[config.mk]
export PLATFORM = sky130hd
export DESIGN_NAME = codec_timing_flat
export DESIGN_NICKNAME = d
export VERILOG_FILES = /design/src/include/codec_pkg.sv /design/src/include/codec_link_if.sv /design/src/verilog/codec_timing.sv /design/src/flat_wrapper.sv
export SDC_FILE = /design/constraint.sdc
export NUM_CORES = 1
export LEC_CHECK = 0
export BUFFER_PORTS_ARGS = -buffer_cell sky130_fd_sc_hd__buf_2
export CORE_ASPECT_RATIO = 2
export CORE_MARGIN = 8
export CORE_UTILIZATION = 30
export CTS_BUF_LIST = sky130_fd_sc_hd__clkbuf_8
export DETAILED_ROUTE_END_ITERATION = 7
export GPL_TIMING_DRIVEN = 0
export PLACE_DENSITY_LB_ADDON = 0.3
export SLEW_MARGIN = 5
export SYNTH_ARGS = -nofsm -noshare
export SYNTH_HDL_FRONTEND = slang
export SYNTH_SLANG_ARGS = --single-unit
[constraint.sdc]
create_clock -name i_clk -period 4.7 [get_ports i_clk]
set_clock_uncertainty 0.1 [all_clocks]
set_input_delay 0.94 -clock i_clk [delete_from_list [all_inputs] [get_ports i_clk]]
set_output_delay 0.94 -clock i_clk [all_outputs]
set_load 0.1 [all_outputs]
[src/include/codec_pkg.sv]
// shared constants and types for the codec timing block and its dsp port
package codec_pkg;

  // ----------------------------------------
  // shift clock and word timing
  // ----------------------------------------
  localparam logic [1:0] PH_SAMPLE = 2'h1;
  localparam logic [1:0] PH_BIT = 2'h3;
  localparam logic [3:0] LAST_BIT = 4'hF;
  localparam logic [1:0] GAP_LAST = 2'h3;

  // ----------------------------------------
  // control codes in d1..d0
  // ----------------------------------------
  localparam logic [1:0] CODE_BASE = 2'h0;
  localparam logic [1:0] CODE_PLUS = 2'h1;
  localparam logic [1:0] CODE_MINUS = 2'h2;
  localparam logic [1:0] CODE_SEC = 2'h3;

  // ----------------------------------------
  // field widths and positions
  // ----------------------------------------
  localparam int A_W = 5;
  localparam int ADJ_W = 6;
  localparam int B_W = 6;
  localparam int CNT_A_W = 7;
  localparam int TX_FIELD_LSB = 9;
  localparam int RX_FIELD_LSB = 2;
  localparam int DAC_LSB = 2;
  localparam int DAC_W = 14;
  localparam int CTRL_LSB = 2;
  localparam int CTRL_W = 8;
  localparam int CB_HPF = 0;
  localparam int CB_LOOP = 1;
  localparam int CB_AUX = 2;
  localparam int CB_SYNC = 3;
  localparam int CB_GAIN_LO = 4;
  localparam int CB_GAIN_HI = 5;
  localparam int CB_SINX = 7;
  localparam logic [7:0] MOD64 = 8'h40;

  // ----------------------------------------
  // values after reset
  // ----------------------------------------
  localparam logic [4:0] RST_BASE = 5'h09;
  localparam logic [5:0] RST_ADJ = 6'h01;
  localparam logic [5:0] RST_SECOND = 6'h24;
  localparam logic [7:0] RST_CTRL = 8'hB9;

  // ----------------------------------------
  // dsp side register map
  // ----------------------------------------
  localparam logic [3:0] OFS_TX_WORD = 4'h0;
  localparam logic [3:0] OFS_SEC_WORD = 4'h4;
  localparam logic [3:0] OFS_RX_WORD = 4'h8;
  localparam logic [3:0] OFS_STATUS = 4'hC;
  localparam int ST_RX_VALID = 0;
  localparam int ST_TX_TAKEN = 1;

  typedef enum {TX_IDLE, TX_WORD, TX_GAP} tx_state_t;

endpackage

[src/include/codec_link_if.sv]
// serial link between the codec and the dsp serial port
`timescale 1ns/100ps
`default_nettype none
interface codec_link_if;
  logic shift_clock;
  logic transmit_frame_sync_n;
  logic receive_frame_sync_n;
  logic transmit_end_of_data_n;
  logic receive_end_of_data_n;
  logic serial_data_in;
  logic serial_data_out;

  modport codec (
    output shift_clock, transmit_frame_sync_n, receive_frame_sync_n,
    output transmit_end_of_data_n, receive_end_of_data_n, serial_data_out,
    input serial_data_in
  );
  modport dsp (
    input shift_clock, transmit_frame_sync_n, receive_frame_sync_n,
    input transmit_end_of_data_n, receive_end_of_data_n, serial_data_out,
    output serial_data_in
  );
endinterface
`default_nettype wire

[src/verilog/codec_timing.sv]
// codec conversion timing and serial word control
`timescale 1ns/100ps
`default_nettype none

module conv_timer (
  // clock and reset
  input wire logic i_clk,
  input wire logic i_rst_n,
  // divisors
  input wire logic [codec_pkg::A_W-1:0] i_base,
  input wire logic [codec_pkg::ADJ_W-1:0] i_adj,
  input wire logic [codec_pkg::B_W-1:0] i_second,
  // control code from a primary word
  input wire logic i_code_set,
  input wire logic [1:0] i_code,
  // timing
  output logic o_filter_clk,
  output logic o_conv
);
  logic [codec_pkg::CNT_A_W-1:0] cnt_a_reg;
  logic [codec_pkg::B_W-1:0] cnt_b_reg;
  logic [1:0] code_reg;
  logic [7:0] base_ext;
  logic [7:0] adj_ext;
  logic [7:0] sum;
  logic [codec_pkg::CNT_A_W-1:0] adj_load;
  logic tick_a;
  logic conv;

  // ----------------------------------------
  // adjusted reload value
  // ----------------------------------------
  always_comb begin
    base_ext = {3'h0, i_base};
    adj_ext = {{2{i_adj[codec_pkg::ADJ_W-1]}}, i_adj};
    sum = (code_reg == codec_pkg::CODE_MINUS) ? base_ext - adj_ext : base_ext + adj_ext;
    adj_load = base_ext[6:0];
    if (code_reg == codec_pkg::CODE_PLUS || code_reg == codec_pkg::CODE_MINUS) begin
      if (sum[7]) begin
        adj_load = 7'(sum + codec_pkg::MOD64);
      end else if (sum > 8'h01) begin
        adj_load = sum[6:0];
      end
    end
  end

  assign tick_a = cnt_a_reg <= 7'h01;
  assign conv = tick_a && o_filter_clk && cnt_b_reg <= 6'h01;

  // ----------------------------------------
  // counter pair
  // ----------------------------------------
  always_ff @(posedge i_clk) begin
    if (!i_rst_n) begin
      cnt_a_reg <= {2'h0, codec_pkg::RST_BASE};
    end else if (conv) begin
      cnt_a_reg <= adj_load;
    end else if (tick_a) begin
      cnt_a_reg <= base_ext[6:0];
    end else begin
      cnt_a_reg <= cnt_a_reg - 7'h01;
    end
  end

  always_ff @(posedge i_clk) begin
    if (!i_rst_n) begin
      o_filter_clk <= 1'b0;
    end else if (tick_a) begin
      o_filter_clk <= ~o_filter_clk;
    end
  end

  always_ff @(posedge i_clk) begin
    if (!i_rst_n) begin
      cnt_b_reg <= codec_pkg::RST_SECOND;
    end else if (tick_a && o_filter_clk) begin
      cnt_b_reg <= (cnt_b_reg <= 6'h01) ? i_second : cnt_b_reg - 6'h01;
    end
  end

  always_ff @(posedge i_clk) begin
    if (!i_rst_n) begin
      code_reg <= codec_pkg::CODE_BASE;
      o_conv <= 1'b0;
    end else begin
      o_conv <= conv;
      if (i_code_set) begin
        code_reg <= i_code;
      end else if (conv) begin
        code_reg <= codec_pkg::CODE_BASE;
      end
    end
  end
endmodule // conv_timer

module codec_timing (
  // clock and reset
  input wire logic i_clk,
  input wire logic i_rst_n,
  // serial link
  codec_link_if.codec link,
  // converters
  input wire logic [15:0] i_adc_sample,
  output logic [codec_pkg::DAC_W-1:0] o_dac_sample,
  output logic o_dac_update,
  output logic o_tx_conv,
  output logic o_rx_conv,
  // filter clocks
  output logic o_tx_filter_clk,
  output logic o_rx_filter_clk,
  output logic o_hp_filter_clk,
  // configuration
  output logic o_sinx_on,
  output logic [1:0] o_gain,
  output logic o_sync_mode,
  output logic o_aux_on,
  output logic o_loopback,
  output logic o_hp_on
);
  logic [1:0] phase_reg;
  logic shift_clk_reg;
  logic samp_en, bit_en, sync;
  logic [4:0] tx_base_divisor, rx_base_divisor;
  logic [5:0] tx_adjust_value, rx_adjust_value, tx_second_divisor, rx_second_divisor;
  logic [codec_pkg::CTRL_W-1:0] ctrl_reg;
  codec_pkg::tx_state_t tx_st;
  logic [3:0] tx_bits_reg, rx_bits_reg;
  logic [1:0] gap_reg;
  logic is_sec_reg, tx_pend_reg, rx_pend_reg, rx_active_reg;
  logic [15:0] tx_sh_reg, dr_sh_reg;
  logic fsx_n_reg, fsr_n_reg, tx_eod_n_reg, rx_eod_n_reg;
  logic tx_start, rx_start, word_end, code_set;
  logic tx_fclk, rx_fclk, tx_conv, rx_path_conv, rx_conv;

  // ----------------------------------------
  // shift clock divider
  // ----------------------------------------
  always_ff @(posedge i_clk) begin
    if (!i_rst_n) begin
      phase_reg <= 2'h0;
      shift_clk_reg <= 1'b1;
    end else begin
      phase_reg <= phase_reg + 2'h1;
      shift_clk_reg <= ~phase_reg[0] ^ phase_reg[1];
    end
  end
  assign samp_en = phase_reg == codec_pkg::PH_SAMPLE;
  assign bit_en = phase_reg == codec_pkg::PH_BIT;
  assign sync = ctrl_reg[codec_pkg::CB_SYNC];

  // ----------------------------------------
  // transmit and receive counter pairs
  // ----------------------------------------
  assign code_set = word_end && !is_sec_reg;
  conv_timer u_tx_timer (
    .i_clk(i_clk), .i_rst_n(i_rst_n), .i_base(tx_base_divisor), .i_adj(tx_adjust_value),
    .i_second(tx_second_divisor), .i_code_set(code_set), .i_code(tx_sh_reg[1:0]),
    .o_filter_clk(tx_fclk), .o_conv(tx_conv)
  );
  conv_timer u_rx_timer (
    .i_clk(i_clk), .i_rst_n(i_rst_n), .i_base(rx_base_divisor), .i_adj(rx_adjust_value),
    .i_second(rx_second_divisor), .i_code_set(code_set), .i_code(tx_sh_reg[1:0]),
    .o_filter_clk(rx_fclk), .o_conv(rx_path_conv)
  );
  assign rx_conv = sync ? tx_conv : rx_path_conv;

  always_ff @(posedge i_clk) begin
    if (!i_rst_n) begin
      o_tx_filter_clk <= 1'b0;
      o_rx_filter_clk <= 1'b0;
      o_hp_filter_clk <= 1'b0;
      o_tx_conv <= 1'b0;
      o_rx_conv <= 1'b0;
    end else begin
      o_tx_filter_clk <= tx_fclk;
      o_rx_filter_clk <= sync ? tx_fclk : rx_fclk;
      o_hp_filter_clk <= rx_conv && ctrl_reg[codec_pkg::CB_HPF];
      o_tx_conv <= tx_conv;
      o_rx_conv <= rx_conv;
    end
  end

  // ----------------------------------------
  // transmit frame sequencer
  // ----------------------------------------
  assign tx_start = bit_en && tx_st == codec_pkg::TX_IDLE && tx_pend_reg;
  assign word_end = bit_en && tx_st == codec_pkg::TX_WORD && tx_bits_reg == codec_pkg::LAST_BIT;

  always_ff @(posedge i_clk) begin
    if (!i_rst_n) begin
      tx_pend_reg <= 1'b0;
    end else if (tx_conv) begin
      tx_pend_reg <= 1'b1;
    end else if (tx_start) begin
      tx_pend_reg <= 1'b0;
    end
  end

  always_ff @(posedge i_clk) begin
    if (!i_rst_n) begin
      tx_st <= codec_pkg::TX_IDLE;
      tx_bits_reg <= 4'h0;
      gap_reg <= 2'h0;
      is_sec_reg <= 1'b0;
      fsx_n_reg <= 1'b1;
    end else if (bit_en) begin
      case (tx_st)
        codec_pkg::TX_IDLE: begin
          if (tx_pend_reg) begin
            tx_st <= codec_pkg::TX_WORD;
            fsx_n_reg <= 1'b0;
            tx_bits_reg <= 4'h0;
            is_sec_reg <= 1'b0;
          end
        end
        codec_pkg::TX_WORD: begin
          if (tx_bits_reg == codec_pkg::LAST_BIT) begin
            fsx_n_reg <= 1'b1;
            gap_reg <= 2'h0;
            if (!is_sec_reg && tx_sh_reg[1:0] == codec_pkg::CODE_SEC) begin
              tx_st <= codec_pkg::TX_GAP;
            end else begin
              tx_st <= codec_pkg::TX_IDLE;
            end
          end else begin
            tx_bits_reg <= tx_bits_reg + 4'h1;
          end
        end
        codec_pkg::TX_GAP: begin
          if (gap_reg == codec_pkg::GAP_LAST) begin
            tx_st <= codec_pkg::TX_WORD;
            fsx_n_reg <= 1'b0;
            tx_bits_reg <= 4'h0;
            is_sec_reg <= 1'b1;
          end else begin
            gap_reg <= gap_reg + 2'h1;
          end
        end
        default: begin
          tx_st <= codec_pkg::TX_IDLE;
        end
      endcase
    end
  end

  always_ff @(posedge i_clk) begin
    if (!i_rst_n) begin
      tx_sh_reg <= 16'h0000;
    end else if (samp_en && tx_st == codec_pkg::TX_WORD) begin
      tx_sh_reg <= {tx_sh_reg[14:0], link.serial_data_in};
    end
  end

  always_ff @(posedge i_clk) begin
    if (!i_rst_n) begin
      o_dac_sample <= 14'h0000;
      o_dac_update <= 1'b0;
    end else begin
      o_dac_update <= code_set;
      if (code_set) begin
        o_dac_sample <= tx_sh_reg[15:codec_pkg::DAC_LSB];
      end
    end
  end

  // ----------------------------------------
  // secondary word register writes
  // ----------------------------------------
  always_ff @(posedge i_clk) begin
    if (!i_rst_n) begin
      tx_base_divisor <= codec_pkg::RST_BASE;
      rx_base_divisor <= codec_pkg::RST_BASE;
      tx_adjust_value <= codec_pkg::RST_ADJ;
      rx_adjust_value <= codec_pkg::RST_ADJ;
      tx_second_divisor <= codec_pkg::RST_SECOND;
      rx_second_divisor <= codec_pkg::RST_SECOND;
      ctrl_reg <= codec_pkg::RST_CTRL;
    end else if (word_end && is_sec_reg) begin
      case (tx_sh_reg[1:0])
        codec_pkg::CODE_BASE: begin
          tx_base_divisor <= tx_sh_reg[codec_pkg::TX_FIELD_LSB +: codec_pkg::A_W];
          rx_base_divisor <= tx_sh_reg[codec_pkg::RX_FIELD_LSB +: codec_pkg::A_W];
        end
        codec_pkg::CODE_PLUS: begin
          tx_adjust_value <= tx_sh_reg[codec_pkg::TX_FIELD_LSB +: codec_pkg::ADJ_W];
          rx_adjust_value <= tx_sh_reg[codec_pkg::RX_FIELD_LSB +: codec_pkg::ADJ_W];
        end
        codec_pkg::CODE_MINUS: begin
          tx_second_divisor <= tx_sh_reg[codec_pkg::TX_FIELD_LSB +: codec_pkg::B_W];
          rx_second_divisor <= tx_sh_reg[codec_pkg::RX_FIELD_LSB +: codec_pkg::B_W];
        end
        default: begin
          ctrl_reg <= tx_sh_reg[codec_pkg::CTRL_LSB +: codec_pkg::CTRL_W];
        end
      endcase
    end
  end

  // ----------------------------------------
  // receive frame sequencer
  // ----------------------------------------
  assign rx_start = bit_en && !rx_active_reg && (sync ? tx_start : rx_pend_reg);

  always_ff @(posedge i_clk) begin
    if (!i_rst_n) begin
      rx_pend_reg <= 1'b0;
    end else if (rx_path_conv && !sync) begin
      rx_pend_reg <= 1'b1;
    end else if (rx_start || sync) begin
      rx_pend_reg <= 1'b0;
    end
  end

  always_ff @(posedge i_clk) begin
    if (!i_rst_n) begin
      rx_active_reg <= 1'b0;
      rx_bits_reg <= 4'h0;
      fsr_n_reg <= 1'b1;
      dr_sh_reg <= 16'h0000;
    end else if (rx_start) begin
      rx_active_reg <= 1'b1;
      rx_bits_reg <= 4'h0;
      fsr_n_reg <= 1'b0;
      dr_sh_reg <= i_adc_sample;
    end else if (bit_en && rx_active_reg) begin
      if (rx_bits_reg == codec_pkg::LAST_BIT) begin
        rx_active_reg <= 1'b0;
        fsr_n_reg <= 1'b1;
      end else begin
        rx_bits_reg <= rx_bits_reg + 4'h1;
        dr_sh_reg <= {dr_sh_reg[14:0], 1'b0};
      end
    end
  end

  // ----------------------------------------
  // end of data pulses
  // ----------------------------------------
  always_ff @(posedge i_clk) begin
    if (!i_rst_n) begin
      tx_eod_n_reg <= 1'b1;
      rx_eod_n_reg <= 1'b1;
    end else if (bit_en) begin
      tx_eod_n_reg <= !word_end;
      rx_eod_n_reg <= !(rx_active_reg && rx_bits_reg == codec_pkg::LAST_BIT);
    end
  end

  // ----------------------------------------
  // outputs
  // ----------------------------------------
  assign link.shift_clock = shift_clk_reg;
  assign link.transmit_frame_sync_n = fsx_n_reg;
  assign link.receive_frame_sync_n = fsr_n_reg;
  assign link.transmit_end_of_data_n = tx_eod_n_reg;
  assign link.receive_end_of_data_n = rx_eod_n_reg;
  assign link.serial_data_out = dr_sh_reg[15];
  assign o_sinx_on = ctrl_reg[codec_pkg::CB_SINX];
  assign o_gain = ctrl_reg[codec_pkg::CB_GAIN_HI:codec_pkg::CB_GAIN_LO];
  assign o_sync_mode = sync;
  assign o_aux_on = ctrl_reg[codec_pkg::CB_AUX];
  assign o_loopback = ctrl_reg[codec_pkg::CB_LOOP];
  assign o_hp_on = ctrl_reg[codec_pkg::CB_HPF];
endmodule // codec_timing
`default_nettype wire

[src/flat_wrapper.sv]
// flat-port wrapper written by rule: the top's interface ports become plain ports
module codec_timing_flat 
  (i_clk, i_rst_n, i_adc_sample, o_dac_sample, o_dac_update, o_tx_conv, o_rx_conv, o_tx_filter_clk, o_rx_filter_clk, o_hp_filter_clk, o_sinx_on, o_gain, o_sync_mode, o_aux_on, o_loopback, o_hp_on, link_shift_clock, link_transmit_frame_sync_n, link_receive_frame_sync_n, link_transmit_end_of_data_n, link_receive_end_of_data_n, link_serial_data_out, link_serial_data_in);
  codec_link_if link_i ();
  input wire logic i_clk;
  input wire logic i_rst_n;
  input wire logic [15:0] i_adc_sample;
  output logic [codec_pkg::DAC_W-1:0] o_dac_sample;
  output logic o_dac_update;
  output logic o_tx_conv;
  output logic o_rx_conv;
  output logic o_tx_filter_clk;
  output logic o_rx_filter_clk;
  output logic o_hp_filter_clk;
  output logic o_sinx_on;
  output logic [1:0] o_gain;
  output logic o_sync_mode;
  output logic o_aux_on;
  output logic o_loopback;
  output logic o_hp_on;
  output wire logic [$bits(link_i.shift_clock)-1:0] link_shift_clock;
  output wire logic [$bits(link_i.transmit_frame_sync_n)-1:0] link_transmit_frame_sync_n;
  output wire logic [$bits(link_i.receive_frame_sync_n)-1:0] link_receive_frame_sync_n;
  output wire logic [$bits(link_i.transmit_end_of_data_n)-1:0] link_transmit_end_of_data_n;
  output wire logic [$bits(link_i.receive_end_of_data_n)-1:0] link_receive_end_of_data_n;
  output wire logic [$bits(link_i.serial_data_out)-1:0] link_serial_data_out;
  input wire logic [$bits(link_i.serial_data_in)-1:0] link_serial_data_in;
  assign link_shift_clock = link_i.shift_clock;
  assign link_transmit_frame_sync_n = link_i.transmit_frame_sync_n;
  assign link_receive_frame_sync_n = link_i.receive_frame_sync_n;
  assign link_transmit_end_of_data_n = link_i.transmit_end_of_data_n;
  assign link_receive_end_of_data_n = link_i.receive_end_of_data_n;
  assign link_serial_data_out = link_i.serial_data_out;
  assign link_i.serial_data_in = link_serial_data_in;
  codec_timing u_core (.i_clk(i_clk), .i_rst_n(i_rst_n), .link(link_i), .i_adc_sample(i_adc_sample), .o_dac_sample(o_dac_sample), .o_dac_update(o_dac_update), .o_tx_conv(o_tx_conv), .o_rx_conv(o_rx_conv), .o_tx_filter_clk(o_tx_filter_clk), .o_rx_filter_clk(o_rx_filter_clk), .o_hp_filter_clk(o_hp_filter_clk), .o_sinx_on(o_sinx_on), .o_gain(o_gain), .o_sync_mode(o_sync_mode), .o_aux_on(o_aux_on), .o_loopback(o_loopback), .o_hp_on(o_hp_on));
endmodule
==> run_results.csv, run 1 <==
group,metric,value,unit
timing,maxSlewViolCount,0,
global_routing,total_routing_usage_reported_by_global_routing,0.140,
finish,fin_cells,1237,
timing,max_freq,298,MHz
drt,routed_wl,20100,µm
yosys,total_of_warnings_raised_by_yosys,0,
timing,timing.final.crit_period,3350,ps
finish,n_fill_cell,2408,
finish,nNetsFinal,988,
global_routing,antenna_found_initial,1,
timing,report.final.setup_viol,0,
global_routing,via_count_of_the_first_global_routing_pass,6190,
drt,final_antenna_net_count,0,
critical_path,r2r.worst_path.cells,11,
critical_path,critical_path.max_fanout,8,
pwr,power_density,350,nW/µm²
run,drv.max_cap_violation_count,0,
status,outcome,"completed",
pwr,power,2.83,mW
yosys,syn-cell-area,7060,µm²
global_routing,grt_first_pass_wirelength,32300,µm
timing,hold_viol_final,0,
finish,layout_common_cells,"sky130_fd_sc_hd__nand2_1 (162), sky130_fd_sc_hd__dfxtp_1 (150), sky130_fd_sc_hd__a21oi_1 (93)",
yosys,syn_inst,870,
floorplanning,die_w,124,µm
placement,dpl.hpwl,15500,µm
yosys,synth.net_count,918,
yosys,synth.largest_area_cell,"sky130_fd_sc_hd__dfxtp_1",
floorplanning,dieHeight,233,µm
clocking,cts.sinks,150,
floorplanning,initial_core_util,0.304,
timing,max-slew-margin-rel,0.409,
floorplanning,floorplan.core_area,23200,µm²
yosys,dominantRegCellSynth,"sky130_fd_sc_hd__dfxtp_1",
placement,routabilityCongestion,0.851,
drt,drtIter0Drc,295,
critical_path,path_common_cell,"sky130_fd_sc_hd__ha_1",
finish,layout_commonest_cell,"sky130_fd_sc_hd__nand2_1",
clocking,max-clock-path-buffers,2,
critical_path,critical_path.max_stage_delay,430,ps
drt,routed_wire_length_per_instance,16.2,µm
yosys,synth_edf_count,0,
timing,rsz0062_at_grt,"false",
timing,setup_tns_after_final_layout,0,ps
yosys,synth_seq_cells,150,
finish,synthToLayoutAreaGrowth,14.7,%
yosys,postSynthAreaPerCell,8.12,µm²
clocking,cts_root_buffer,"sky130_fd_sc_hd__clkbuf_8",
clocking,cts_post_setup_buffers_inserted,0,
global_routing,grt_max_degree,17,
placement,portBuffers,51,
critical_path,critical_path_required,5000,ps
hold_path,hp-class,"flip-flop to flip-flop",
yosys,synth_seq_area_share,0.425,
clocking,cts.clk_slew.worst_paths,100,ps
drt,dr_vias,6207,
finish,drive_above_1_share,0.110,
pwr,vdd_ir_drop_max,0.287,mV
hold_path,worstHoldPathCells,2,
placement,dpl.cell_count,1204,
clocking,tritoncts_clock_tree,"done",
yosys,asyncSetResetFlopFracSynth,0,
critical_path,cp-end-kind,"flip-flop",
floorplanning,die_area,29000,µm²
drt,drt_first_pass_iters,5,
clocking,h-tree-depth,4,
yosys,synth_cell_types,63,
floorplanning,placementRows,79,
critical_path,setup.worst_path.start_class,"flip-flop",
pwr,leakage,3.08,nW
drt,average_vias_per_placed_instance,5.02,
clocking,cts_resized,0,
clocking,cts_hold_buf,0,
global_routing,grt_remaining_overflow,0,
timing,period_share,0.714,
critical_path,path_cells,"ha_1 -> buf_2 -> mux2i_1 -> ha_1 -> nor2b_1 -> o31a_1 -> o22a_1 -> o21a_1 -> a22oi_1 -> mux2_2 -> o21ai_0",
floorplanning,pin_count,52,
yosys,synth.top_cells.by_area,"sky130_fd_sc_hd__dfxtp_1 (43%), sky130_fd_sc_hd__nand2_1 (8.6%), sky130_fd_sc_hd__a21oi_1 (6.6%)",
critical_path,cp.arrival,3660,ps
timing,worst_margin_pin_slew,887,ps
clocking,clock_insertion_delay_at_the_later_pin_of_the_skew_report,470,ps
drt,drc_errors,0,
critical_path,critical-path-slowest-cell,"sky130_fd_sc_hd__dfxtp_1",
yosys,synth_top_area_frac,0.425,
clocking,cts_inserted_buffers,17,
critical_path,timing_worst_setup_path_type,"flip-flop to flip-flop",
-- critical path, delay by kind of cell (launching register included) --
kind | cells | cell delay, ps
buf+inv | 1 | 210
flops | 1 | 430
mux | 2 | 710
compound gates | 5 | 1200
fa+ha+maj | 2 | 480
simple gates | 1 | 150
-- cells in the mapped netlist, types with 3 or more instances --
library cell                 n
sky130_fd_sc_hd__nand2_1   162
sky130_fd_sc_hd__dfxtp_1   150
sky130_fd_sc_hd__a21oi_1    93
sky130_fd_sc_hd__nor2_1     77
sky130_fd_sc_hd__clkbuf_1   34
sky130_fd_sc_hd__inv_1      31
sky130_fd_sc_hd__nand3_1    31
sky130_fd_sc_hd__mux2i_1    29
sky130_fd_sc_hd__ha_1       27
sky130_fd_sc_hd__o21ai_0    26
sky130_fd_sc_hd__nor3_1     24
sky130_fd_sc_hd__xnor2_1    18
sky130_fd_sc_hd__a211oi_1   17
sky130_fd_sc_hd__xor2_1     16
sky130_fd_sc_hd__buf_2       9
sky130_fd_sc_hd__o21a_1      8
sky130_fd_sc_hd__nand2b_1    7
sky130_fd_sc_hd__o211ai_1    7
sky130_fd_sc_hd__or3_1       7
sky130_fd_sc_hd__a31oi_1     6
sky130_fd_sc_hd__nor2b_1     6
sky130_fd_sc_hd__o22ai_1     5
sky130_fd_sc_hd__a22oi_1     4
sky130_fd_sc_hd__and2_1      4
sky130_fd_sc_hd__nand4_1     4
sky130_fd_sc_hd__nor4_1      4
sky130_fd_sc_hd__or2_2       4
sky130_fd_sc_hd__a21boi_0    3
sky130_fd_sc_hd__and3_1      3
sky130_fd_sc_hd__buf_1       3
sky130_fd_sc_hd__mux2_2      3
sky130_fd_sc_hd__o21bai_1    3
-- cell families after synthesis --
logic type | Yosys count | share of synthesized area
buffers and inverters | 79 | 0.0447
muxes | 32 | 0.0459
xor gates and xnor gates | 34 | 0.0422
DFF | 150 | 0.425
AOI/OAI and AO/OA | 200 | 0.172
adders and majority gates | 29 | 0.0535
and+or+nand+nor | 346 | 0.216
-- final timing paths --
kind,startpoint,to,slack [ps]
setup / recovery,u_core.u_tx_timer.code_reg[1],u_core.u_tx_timer.cnt_a_reg[0],1350
hold / removal,u_core.rx_second_divisor[3],u_core.rx_second_divisor[3],360
setup reg to reg,u_core.u_tx_timer.code_reg[1],u_core.u_tx_timer.cnt_a_reg[0],1350
hold reg to reg,u_core.rx_second_divisor[3],u_core.rx_second_divisor[3],360
-- power by group --
group	leakage, nW	switching (mW)	total, mW	internal, mW
clock network	0.216	0.548	1.07	0.518
logic	1.65	0.233	0.378	0.144
registers	1.21	0.0636	1.39	1.33
total	3.08	0.845	2.83	1.99
-- routing by layer --
layer | vias to the layer above | routed length [µm] | GRT usage | part of all wire
met5 | - | 0 | 0 | 0
met4 | 0 | 847 | 0.0799 | 0.042
met3 | 48 | 741 | 0.0299 | 0.037
met2 | 127 | 11000 | 0.273 | 0.55
met1 | 2890 | 7510 | 0.131 | 0.37
li1 | 3142 | - | - | -
-- stage by stage --
| step | instance area (µm²) | hold slack [ps] | util | setup slack (ps) |
|---|---|---|---|---|
| after floorplan | 7060 | 321 | - | 1820 |
| after global placement | 7670 | 334 | 0.330 | 1370 |
| after global routing | 8100 | 368 | 0.349 | 1180 |
| after detailed placement | 7670 | 344 | 0.330 | 1350 |
| final | 8100 | 356 | 0.349 | 1350 |
| after CTS | 8090 | 356 | 0.348 | 1320 |
-- area by class of cell --
type	count	area (µm²)	share of cell area
diodes	1	2.50	0.000309
plain buffers	47	195	0.0241
clock buffers	19	262	0.0323
clock inverters	13	161	0.0199
inverters	32	120	0.0148
multi-input cells	641	3740	0.462
flip-flops and latches	150	3000	0.371
well taps	283	354	0.0437
repair buffers	51	255	0.0315
Power figures use the tool's default switching activity.
==> inputs of run 2 (changes only) <==
clock period = 3.4 ns   (was 4.7 ns; I/O delays follow)
==> run_results.csv, run 2 (same netlist as run 1, synthesis figures left out) <==
group,metric,value,unit
pwr,clkPwrFrac,0.376,
critical_path,setup.worst_path.start,"u_core.u_tx_timer.code_reg[1]",
finish,synthToLayoutAreaGrowth,14.9,%
timing,holdWs,341,ps
critical_path,critical_path_required,3700,ps
drt,average_vias_per_placed_instance,4.99,
global_routing,antenna_found_initial,1,
clocking,max-clock-path-buffers,2,
hold_path,hp-class,"input pin to flip-flop",
floorplanning,initial_core_util,0.304,
floorplanning,dieHeight,233,µm
finish,layout_commonest_cell,"sky130_fd_sc_hd__nand2_1",
timing,maxSlewViolCount,0,
drt,routed_wire_length_per_instance,16.3,µm
finish,register_area,3000,µm²
timing,timing.final.crit_period,3250,ps
critical_path,critical_path.reg2reg.endpoint,"u_core.u_tx_timer.cnt_a_reg[0]",
pwr,power_density,483,nW/µm²
pwr,vdd_ir_drop_max,0.396,mV
critical_path,cp_num_cells,11,
global_routing,total_routing_usage_reported_by_global_routing,0.140,
drt,drc_errors,0,
clocking,clock_insertion_delay_at_the_later_pin_of_the_skew_report,470,ps
placement,routabilityCongestion,0.851,
floorplanning,floorplan.core_area,23200,µm²
timing,report.final.setup_viol,0,
finish,final_util,0.349,
clocking,cts.sinks,150,
drt,drt_first_pass_iters,4,
critical_path,critical_path.max_fanout,8,
drt,routed_wl,20100,µm
pwr,p_int,2.75,mW
critical_path,critical-path-slowest-cell,"sky130_fd_sc_hd__dfxtp_1",
drt,dr_vias,6177,
global_routing,grt_remaining_overflow,0,
clocking,cts_root_buffer,"sky130_fd_sc_hd__clkbuf_8",
drt,drtIter0Drc,287,
critical_path,critical_path.max_stage_delay,430,ps
global_routing,grt_first_pass_wirelength,32300,µm
finish,nNetsFinal,988,
floorplanning,die_area,29000,µm²
critical_path,r2r.worst_path.cells,11,
critical_path,timing.critical_path.max_delay_family,"compound AO/OA/AOI/OAI gates",
clocking,tritoncts_clock_tree,"done",
critical_path,cp.buffers_inverters,1,
finish,area_occupied_by_multi_input_gates,3760,µm²
drt,final_antenna_net_count,0,
pwr,p_sw,1.17,mW
finish,drive_above_1_share,0.111,
placement,dpl.hpwl,15500,µm
status,outcome,"completed",
placement,portBuffers,51,
global_routing,grt_max_degree,17,
clocking,cts_hold_buf,0,
critical_path,regToRegSetupSlack,150,ps
floorplanning,placementRows,79,
clocking,cts_post_setup_buffers_inserted,0,
pwr,combPwrFrac,0.134,
critical_path,worstReg2RegStart,"u_core.u_tx_timer.code_reg[1]",
pwr,leakage,3.08,nW
timing,max-slew-margin-rel,0.406,
critical_path,path_cells,"ha_1 -> buf_2 -> mux2i_1 -> ha_1 -> nor2b_1 -> o31a_1 -> o22a_1 -> o21a_1 -> a22oi_2 -> mux2_2 -> o21ai_0",
critical_path,cp.arrival,3550,ps
global_routing,via_count_of_the_first_global_routing_pass,6190,
critical_path,cp-end-kind,"flip-flop",
clocking,cts_inserted_buffers,17,
timing,setup_tns_after_final_layout,0,ps
timing,worst_margin_pin_slew,891,ps
pwr,netSwitchingFraction,0.299,
critical_path,path_common_cell,"sky130_fd_sc_hd__ha_1",
timing,period_share,0.955,
critical_path,setup.worst_path.start_class,"flip-flop",
floorplanning,pin_count,52,
finish,n_fill_cell,2405,
clocking,cts.clk_slew.worst_paths,100,ps
finish,layout_common_cells,"sky130_fd_sc_hd__nand2_1 (162), sky130_fd_sc_hd__dfxtp_1 (150), sky130_fd_sc_hd__a21oi_1 (93)",
critical_path,crit_path_to,"u_core.u_tx_timer.cnt_a_reg[0]",
critical_path,timing_worst_setup_path_type,"flip-flop to flip-flop",
pwr,seqPwrFrac,0.490,
timing,max_freq,308,MHz
floorplanning,die_w,124,µm
clocking,h-tree-depth,4,
hold_path,worstHoldPathCells,3,
timing,hold_viol_final,0,
run,drv.max_cap_violation_count,0,
## run 2: power by group through the flow
| stage | Sequential (mW) | Combinational (mW) | Clock (mW) |
|---|---|---|---|
| after global routing | 1.93 | 0.580 | 1.59 |
| after detailed placement | 1.96 | 0.522 | 0 |
| after global placement | 1.96 | 0.522 | 0 |
| final | 1.92 | 0.524 | 1.48 |
| after CTS | 1.92 | 0.526 | 1.51 |
| after floorplan | 1.98 | 0.359 | 0 |
## run 2: how the worst min path moves through the flow
stage                                start                endpoint  slack, ps
finish                     i_adc_sample[0]     u_core.dr_sh_reg[0]        340
global route               i_adc_sample[0]     u_core.dr_sh_reg[0]        330
CTS                        i_adc_sample[0]     u_core.dr_sh_reg[0]        320
detailed placement  u_core.o_dac_sample[2]  u_core.o_dac_sample[2]        340
global placement       u_core.phase_reg[0]     u_core.phase_reg[0]        330
floorplan              u_core.phase_reg[0]     u_core.phase_reg[0]        320
## run 2: timing repair
item | CTS | global route
endpoints found under the setup margin | 0 | 3
gates resized for setup | 0 | 2
endpoints found under the hold margin | 0 | 0
## run 2: worst register-to-register path, delay by kind of cell (launching register included)
kind	cells	cell delay, ps
fa+ha+maj	2	480
mux	2	700
simple gates	1	150
compound gates	5	1110
flops	1	430
buf+inv	1	210
## run 2: cell type report
class,instances,area share
buffer,47,0.0241
clock inverter,13,0.0199
tap,283,0.0437
clock buffer,19,0.0322
sequential,150,0.370
timing repair buffer,51,0.0315
inverter,32,0.0148
multi-input combinational,641,0.463
antenna,1,0.000309
## run 2: per-stage QoR
step	power, mW	setup slack (ps)	area, µm²	std cells
2_1_floorplan	2.34	523	7060	870
3_3_place_gp	2.48	70.8	7670	1204
3_5_place_dp	2.49	53.6	7670	1204
4_1_cts	3.95	20.4	8090	1236
5_1_grt	4.10	-2.39	8110	1237
6_report	3.92	152	8110	1237
## run 2: per-layer routing
layer,vias to the layer above,track usage,share of wire
li1,3143,-,-
met3,43,0.0299,0.035
met5,-,0,0
met4,0,0.0799,0.041
met2,113,0.273,0.55
met1,2878,0.131,0.38
